## config.mk

```make
export PLATFORM = sky130hd
export DESIGN_NAME = tti_top
export DESIGN_NICKNAME = d
export VERILOG_FILES = /design/src/logic/tti_pkg.sv /design/src/logic/tti_pin_if.sv /design/src/logic/tti_top.sv /design/src/logic/tti_pin.sv
export SDC_FILE = /design/constraint.sdc
export NUM_CORES = 1
export LEC_CHECK = 0
export BUFFER_PORTS_ARGS = -buffer_cell sky130_fd_sc_hd__buf_4
export CAP_MARGIN = 10
export CORE_MARGIN = 4
export CORE_UTILIZATION = 29
export CTS_BUF_LIST = sky130_fd_sc_hd__clkbuf_8
export DETAILED_ROUTE_END_ITERATION = 10
export PLACE_DENSITY_LB_ADDON = 0.3
export SLEW_MARGIN = 20
export SYNTH_ARGS = -nofsm -noshare
export SYNTH_HDL_FRONTEND = slang
export SYNTH_HIERARCHICAL = 1
export SYNTH_SLANG_ARGS = --single-unit
```

## constraint.sdc

```tcl
create_clock -name pclk -period 4.3 [get_ports pclk]
set_clock_uncertainty 0.05 [all_clocks]
set_input_delay 1.075 -clock pclk [delete_from_list [all_inputs] [get_ports pclk]]
set_output_delay 1.075 -clock pclk [all_outputs]
set_load 0.1 [all_outputs]
```

## src/logic/tti_pkg.sv

```systemverilog
/*
  Constants shared by the touch threshold interrupt block: register indexes,
  field positions, reset values and pin function codes.
  Assumes a 32-bit APB with byte addresses equal to four times a register index.
*/
package tti_pkg;
  localparam int ADDR_W = 12;
  localparam int STAGES = 12;
  localparam int EVT_W = 25;

  // register indexes; byte address is four times the index
  localparam logic [9:0] IDX_LOW_EN = 10'h005;
  localparam logic [9:0] IDX_HIGH_EN = 10'h006;
  localparam logic [9:0] IDX_DONE_EN = 10'h007;
  localparam logic [9:0] IDX_EVT_STAT = 10'h040;
  localparam logic [9:0] IDX_EVT_MASK = 10'h041;
  localparam logic [9:0] IDX_PIN_DRIVE = 10'h042;

  // fields of the low-event enable and pin setup register
  localparam int LOW_EN_LSB = 0;
  localparam int PIN_FUNC_LSB = 12;
  localparam int PIN_TRIG_LSB = 14;
  // completion enable register: only the pin event enable acts here
  localparam int DONE_EN_W = 13;
  localparam int PIN_EVT_EN_BIT = 12;

  // event status / mask layout
  localparam int EVT_LOW_LSB = 0;
  localparam int EVT_HIGH_LSB = 12;
  localparam int EVT_PIN_BIT = 24;

  // reset values
  localparam logic [15:0] LOW_EN_RST = 16'h0000;
  localparam logic [11:0] HIGH_EN_RST = 12'h000;
  localparam logic [12:0] DONE_EN_RST = 13'h0000;
  localparam logic [24:0] EVT_MASK_RST = 25'h1ffffff;

  typedef enum logic [1:0] {
    PIN_OFF = 2'h0,
    PIN_INPUT = 2'h1,
    PIN_OUT_LOW = 2'h2,
    PIN_OUT_HIGH = 2'h3
  } tti_pin_func_e;

  typedef enum logic [1:0] {
    TRIG_LOW_LEVEL = 2'h0,
    TRIG_RISE = 2'h1,
    TRIG_FALL = 2'h2,
    TRIG_HIGH_LEVEL = 2'h3
  } tti_pin_trig_e;
endpackage

```

## src/logic/tti_pin_if.sv

```systemverilog
/*
  Carrier between the register block and the pin logic: pin configuration
  and pin drive one way, trigger the other way.
  Assumes both ends sit on the same clock.
*/
`timescale 1ns/1ps
interface tti_pin_if;
  logic [1:0] func;
  logic [1:0] trig;
  logic drive;
  logic trigger;
  modport ctl (output func, output trig, output drive, input trigger);
  modport pin (input func, input trig, input drive, output trigger);
endinterface

```

## src/logic/tti_top.sv

```systemverilog
/*
  Threshold interrupt enables and general-purpose pin setup of a touch
  controller, with an APB register slave, sticky event status, mask and
  one active-low interrupt output.
  Assumes threshold events arrive as pulses synchronous to pclk.
*/
// Chosen here: the APB slave port.
// Summary of operation
// - stages 8-11 low-threshold events reach the interrupt when low enables 8-11 are set
// - pin function field 13:12: off, input, active-low out, active-high out
// - pin trigger field 15:14: low level, rising, falling, high level
// - twelve high-event enables at bits 11:0 of index 0x006; upper bits not stored and read zero
// - all enables and pin fields reset to zero
// - low enables for stages 0-7 at bits 0-7 gate their low events
// - completion-enable bit 12 lets a pin trigger assert the interrupt
`timescale 1ns/1ps
module tti_top
  import tti_pkg::*;
(
  // clock and reset
  input wire logic pclk,
  input wire logic presetn,
  // apb slave
  input wire logic psel,
  input wire logic penable,
  input wire logic pwrite,
  input wire logic [ADDR_W-1:0] paddr,
  input wire logic [31:0] pwdata,
  output logic [31:0] prdata,
  output logic pready,
  output logic pslverr,
  // threshold events from the comparators
  input wire logic [STAGES-1:0] low_event,
  input wire logic [STAGES-1:0] high_event,
  // general-purpose pin
  input wire logic pin_in,
  output logic pin_out,
  output logic pin_oe,
  // interrupt
  output logic irq_n
);
  logic [15:0] low_en_reg;
  logic [11:0] high_en_reg;
  logic [DONE_EN_W-1:0] done_en_reg;
  logic [EVT_W-1:0] stat_reg;
  logic [EVT_W-1:0] stat_next;
  logic [EVT_W-1:0] mask_reg;
  logic drive_reg;
  logic irq_reg;
  logic [31:0] rdata_next;

  tti_pin_if pif();

  function automatic logic hit(input logic [ADDR_W-1:0] a, input logic [9:0] idx);
    hit = (a[ADDR_W-1:2] == idx) && (a[1:0] == 2'h0);
  endfunction

  // decode
  wire sel_low = hit(paddr, IDX_LOW_EN);
  wire sel_high = hit(paddr, IDX_HIGH_EN);
  wire sel_done = hit(paddr, IDX_DONE_EN);
  wire sel_stat = hit(paddr, IDX_EVT_STAT);
  wire sel_mask = hit(paddr, IDX_EVT_MASK);
  wire sel_drv = hit(paddr, IDX_PIN_DRIVE);
  wire mapped = sel_low | sel_high | sel_done | sel_stat | sel_mask | sel_drv;
  wire access = psel & penable;
  wire wr = access & pwrite & mapped;
  wire setup = psel & ~penable;

  // zero-wait slave; error only on unmapped addresses
  assign pready = 1'b1;
  assign pslverr = access & ~mapped;

  // pin configuration out to the pin logic
  assign pif.func = low_en_reg[PIN_FUNC_LSB +: 2];
  assign pif.trig = low_en_reg[PIN_TRIG_LSB +: 2];
  assign pif.drive = drive_reg;

  tti_pin u_pin (
    .pclk(pclk),
    .presetn(presetn),
    .cfg(pif.pin),
    .pin_in(pin_in),
    .pin_out(pin_out),
    .pin_oe(pin_oe)
  );

  // raw events captured whatever the enables; enables act at the output
  wire [EVT_W-1:0] evt_in = {pif.trigger, high_event, low_event};
  // source gate: low enables 0-11, high enables 0-11, pin event enable
  wire [EVT_W-1:0] src_en = {done_en_reg[PIN_EVT_EN_BIT], high_en_reg, low_en_reg[LOW_EN_LSB +: STAGES]};
  wire [EVT_W-1:0] stat_clr = (wr & sel_stat) ? pwdata[EVT_W-1:0] : '0;
  // set wins over a write-one-to-clear in the same cycle
  assign stat_next = (stat_reg & ~stat_clr) | evt_in;

  always_comb begin
    rdata_next = 32'h0000_0000;
    if (sel_low) begin
      rdata_next[15:0] = low_en_reg;
    end
    if (sel_high) begin
      rdata_next[11:0] = high_en_reg;
    end
    if (sel_done) begin
      rdata_next[DONE_EN_W-1:0] = done_en_reg;
    end
    if (sel_stat) begin
      rdata_next[EVT_W-1:0] = stat_reg;
    end
    if (sel_mask) begin
      rdata_next[EVT_W-1:0] = mask_reg;
    end
    if (sel_drv) begin
      rdata_next[0] = drive_reg;
    end
  end

  // read data is captured in the setup cycle so it is a flop in the access phase
  always_ff @(posedge pclk or negedge presetn) begin
    if (!presetn) begin
      prdata <= 32'h0000_0000;
    end else if (setup) begin
      prdata <= pwrite ? 32'h0000_0000 : rdata_next;
    end
  end

  always_ff @(posedge pclk or negedge presetn) begin
    if (!presetn) begin
      low_en_reg <= LOW_EN_RST;
      high_en_reg <= HIGH_EN_RST;
      done_en_reg <= DONE_EN_RST;
      mask_reg <= EVT_MASK_RST;
      drive_reg <= 1'b0;
    end else if (wr) begin
      if (sel_low) low_en_reg <= pwdata[15:0];
      // bits 15:12 of the high enables are not stored and read zero
      if (sel_high) high_en_reg <= pwdata[11:0];
      if (sel_done) done_en_reg <= pwdata[DONE_EN_W-1:0];
      if (sel_mask) mask_reg <= pwdata[EVT_W-1:0];
      if (sel_drv) drive_reg <= pwdata[0];
    end
  end

  always_ff @(posedge pclk or negedge presetn) begin
    if (!presetn) begin
      stat_reg <= '0;
      irq_reg <= 1'b0;
    end else begin
      stat_reg <= stat_next;
      irq_reg <= |(stat_next & mask_reg & src_en);
    end
  end

  // registered so the pad never glitches; built from stat_next so it follows pending on the same edge
  assign irq_n = ~irq_reg;
endmodule

```

## src/logic/tti_pin.sv

```systemverilog
/*
  General-purpose pin logic: function select, output polarity and input
  trigger detection.
  Assumes the pin input is synchronous to pclk.
*/
`timescale 1ns/1ps
module tti_pin
  import tti_pkg::*;
(
  // clock and reset
  input wire logic pclk,
  input wire logic presetn,
  // configuration
  tti_pin_if.pin cfg,
  // pad
  input wire logic pin_in,
  output logic pin_out,
  output logic pin_oe
);
  logic prev_reg;
  wire is_input = (cfg.func == PIN_INPUT);
  wire rise = pin_in & ~prev_reg;
  wire fall = ~pin_in & prev_reg;
  logic cond;

  always_comb begin
    case (tti_pin_trig_e'(cfg.trig))
      TRIG_LOW_LEVEL: cond = ~pin_in;
      TRIG_RISE: cond = rise;
      TRIG_FALL: cond = fall;
      TRIG_HIGH_LEVEL: cond = pin_in;
      default: cond = 1'b0;
    endcase
  end

  // trigger only counts while the pin is an input
  assign cfg.trigger = is_input & cond;

  // edge history; edges only count once the pin is set up as an input, which takes a bus write,
  // so the reset value is long gone before it could matter
  always_ff @(posedge pclk or negedge presetn) begin
    if (!presetn) begin
      prev_reg <= 1'b0;
    end else begin
      prev_reg <= pin_in;
    end
  end

  // active-low output drives the inverse of the drive request
  always_ff @(posedge pclk or negedge presetn) begin
    if (!presetn) begin
      pin_out <= 1'b0;
      pin_oe <= 1'b0;
    end else begin
      pin_oe <= (cfg.func == PIN_OUT_LOW) | (cfg.func == PIN_OUT_HIGH);
      pin_out <= (cfg.func == PIN_OUT_LOW) ? ~cfg.drive : cfg.drive;
    end
  end
endmodule

```

Word level (Yosys, flattened, before mapping)
Cells that the tools add are included.

Muxes and demuxes: 10. Reductions and logical operators: 14. Bitwise operators: 26. Equal/unequal tests: 12.

Operator list (number): 25-bit two-way mux (4); 25-bit AND (3); 10-bit by 3-bit == test with 1-bit output (second input constant) (3); 10-bit by 7-bit == test with 1-bit output (second input constant) (3); 25-bit NOT (1); 25-bit bitwise OR (1); 25-bit OR reduction (1); 16-bit two-way mux (1); 13-bit two-way mux (1); 12-bit two-way mux (1); 2-bit AND reduction (5); 1-bit AND (9); 2-bit == test (second input constant) (4); 1-bit logical AND (6); 1-bit NOT (6); 1-bit bitwise OR (6); 2-bit by 1-bit == test with 1-bit output (second input constant) (2); 2-bit logical NOT (2); 1-bit one-hot mux with 4 select lines (1); 1-bit two-way mux (2).

Register bits: 128. Output and inout port bits: 37.

Depth between registers and ports, before layout
Depth after elaboration: 16. Mapped depth: 8.

Cells and area by module
Netlist, hierarchy kept.

By module, submodules not included: tti_top (area an instance 5612.9 sq um, cells each 488, instances 1); tti_pin (area an instance 132.6 sq um, cells each 13, instances 1).

Least setup slack after synthesis
OpenSTA, ideal clock, no wires.

Kind: input to output. Start: input paddr[11]. End: output pslverr. Data required time: 3175 ps. Cell stages on the path: 5. Arrival: 4576 ps. Setup slack: -1401 ps. Cell sequence: nor2_1 nand2_1 nor3_1 or2_2 nor4_1.

Word-level cells in the longest chain between the ends: 9. Elaborated cells between the ends (all ways): 19.

Ends and longest elaborated chain: start: declaration (line tti_top.sv:27) `input wire logic [ADDR_W-1:0] paddr,`; 10-bit by 3-bit == test with 1-bit output (line tti_top.sv:55) `hit = (a[ADDR_W-1:2] == idx) && (a[1:0] == 2'h0);`; 1-bit logical AND (line tti_top.sv:55); 1-bit bitwise OR (4 in a row) (line tti_top.sv:65) `wire mapped = sel_low | sel_high | sel_done | sel_stat | sel_mask | sel_drv;`; 1-bit bitwise OR * (line tti_top.sv:65); 1-bit NOT * (line tti_top.sv:72) `assign pslverr = access & ~mapped;`; 1-bit AND * (line tti_top.sv:72); end: declaration (line tti_top.sv:31) `output logic pslverr,`.

Mark *: on every way between the ends. The rest lies on a longest branch, timed or not.

Worst setup path after layout
Start: input paddr[5]. End: output pslverr.

The elaborated chain is that of the path after synthesis.

==> metrics.cfg <==
[worst_setup_path]
arrival_ns=2.65
r2r_slack_ns=2.38
worstReg2RegEnd=irq_reg
crit_family=simple AND/OR/NAND/NOR gates
criticalPathCategory=in2out
slowest_delay_ns=0.46
r2r-start=stat_reg[2]
endpoint_kind=primary output
critical-path-slowest-cell=or3_1
cp_max_fo=5
crit_chain=buf_4 > nor4_4 > nand2_1 > or3_1 > nand3_1 > nor4_4 > buf_4
critical_path_buf_inv_count=2
required_ns=3.17
startpoint_type=primary input
reg2reg_depth=5

[clocking]
h-tree-depth=4
numCtsBuffers=17
clk_path_buf_depth=2
clkTransAtPathRegs_ns=0.07
cts_hold_buf=0
postCtsSetupBuffers=0
cts_tree=built
insertion_delay_ns=0.43
clock-sinks=121
root_buffer=clkbuf_8
cts-resized-gates=0

[logic_synthesis]
synth_cell_types=46
synth_warnings=6
synthTopCellsByCount=dfrtp_1, mux2_2, nand2_1
synthCells=501
syn-mean-instance-area_um2=11.47
ys_top_cells_by_area=dfrtp_1, mux2_2, dfstp_2
synthArstFlopShare_pct=100.0
ys_ff_latch=121
synth_edf_count=0
synthFlopType=dfrtp_1
synth.top_cell.area_share_pct=41.81
synth_area_leader_cell=dfrtp_1
syn-cell-area_mm2=0.005746
ys_seq_area_share_pct=53.24
synth.most_common_cell=dfrtp_1

[finish]
syn_to_final_growth_pct=25.48
final_core_util_pct=37.04
diodes=0
final_net_count=683
final_layout_size_suffix_gt1_share_pct=39.87
fin_area_mm2=0.007209
final_cells=887

[detailed_routing]
vias=4680
via_per_inst=5.276
drcViolationCount=0
drtIter0Drc=348
routed_wl_um=18220
ant_nets=0
wl_per_cell_um=20.54
firstDrtPassIters=5

[power]
cellLeakagePower_nw=3.031
finalPower_mw=2.273
peakVddDrop_mv=0.1496
power.density_mw_per_mm2=315.3

[placement]
io_buffers=95
place_hpwl_um=12580
dp_cells=855
post-place-ws_ns=0.5125
postPlaceCellArea_mm2=0.006835
gp_congestion=0.8637

[sta]
layout_setup_ws_ns=0.5213
worst_pin_slew_ns=0.5545
hold_viol=0
grt_setup_unrepaired=false
relSlewSlack_pct=63.03
whs_ns=0.4051
period_share_pct=87.88
fin_tns_setup_ns=0
report.final.slew_viol_count=0
clock.fmax_mhz=264.6
setup_viol=0
timing.final.crit_period_ns=3.779

[min_path]
hp-start=low_en_reg[13]
holdCritPathClass=reg2reg
holdPathEnd=u_pin/pin_oe
hold_depth=0

[die]
pin_count=111
die_y_um=148.8
dieArea_mm2=0.02213
initial_core_util_pct=29.52
fp-row-count=51
die_x_um=148.8
fp.coreArea_mm2=0.01946

[grt]
antenna_found_initial=0
grt_pass1_vias=4852
grt_pass1_wl_um=28400
grt-ovfl-total=0
track_usage_pct=16.86
grt_max_degree=99

[run]
cap_viol_max_count=0

[run_status]
outcome=completed

cell families after synthesis:
kind of cell    synth area share, %
compound gates                17.73
simple gates                  11.93
flops                         53.24
mux                           13.13
buf+inv                       3.680
other cells                  0.1307
xor+xnor                     0.1525
where the power goes:
part           leakage (nW)  switching [mW]  internal [mW]  total, mW
Sequential             1.47         0.00113           1.14       1.14
Clock                 0.210           0.433          0.530      0.963
Combinational          1.35           0.113         0.0550      0.168
Total                  3.03           0.547           1.73       2.27
worst max-delay path by stage:
stage                   start  endpoint  cells past startpoint
global route         paddr[5]   pslverr                      7
detailed placement   paddr[5]   pslverr                      7
CTS                  paddr[5]   pslverr                      7
floorplan           paddr[11]   pslverr                      5
global placement     paddr[5]   pslverr                      7
finish               paddr[5]   pslverr                      7
worst reg2reg max path, delay by kind of cell (launching register included):
family          cells  cell delay [ns]
flops               1             0.41
simple gates        3             1.00
compound gates      2             0.33
layout by cell type (no fill, tap or decap), types with 3 or more instances in the layout:
cell | synthesis | final
buf_4 | 11 | 114
dfrtp_1 | 96 | 96
mux2_2 | 66 | 66
nand2_1 | 52 | 52
o21ai_0 | 25 | 25
dfstp_2 | 25 | 25
o211ai_1 | 24 | 24
a21o_1 | 19 | 19
clkbuf_8 | 0 | 19
a22oi_1 | 18 | 18
nor2_1 | 16 | 15
nor3b_1 | 15 | 15
a21oi_1 | 14 | 14
inv_1 | 9 | 13
a221oi_1 | 12 | 12
o221ai_1 | 9 | 9
a31oi_1 | 8 | 8
conb_1 | 2 | 8
nor4b_1 | 7 | 7
nand2b_1 | 6 | 6
clkinv_2 | 0 | 6
nand3_1 | 4 | 4
nor4_1 | 4 | 3
o22a_1 | 3 | 3
a222oi_1 | 3 | 3
o31ai_1 | 3 | 3
layout make-up:
| cell class | instances | area (um2) |
|---|---|---|
| multi-input cells | 344 | 2515 |
| inverters | 9 | 33.78 |
| flip-flops and latches | 121 | 3059 |
| repair buffers | 116 | 895.9 |
| well taps | 265 | 331.6 |
| clock inverters | 13 | 112.6 |
| clock buffers | 19 | 261.5 |
| fillers | 1909 | 12250 |
routing by layer:
layer	track usage [%]	up-vias	share of wire [%]
li1	-	2092	-
met1	21.97	2407	44
met2	27.67	153	49
met3	4.436	28	6.2
met4	5.172	0	1.7
met5	0	-	0
Note: power is estimated with default switching activity, not from simulation.
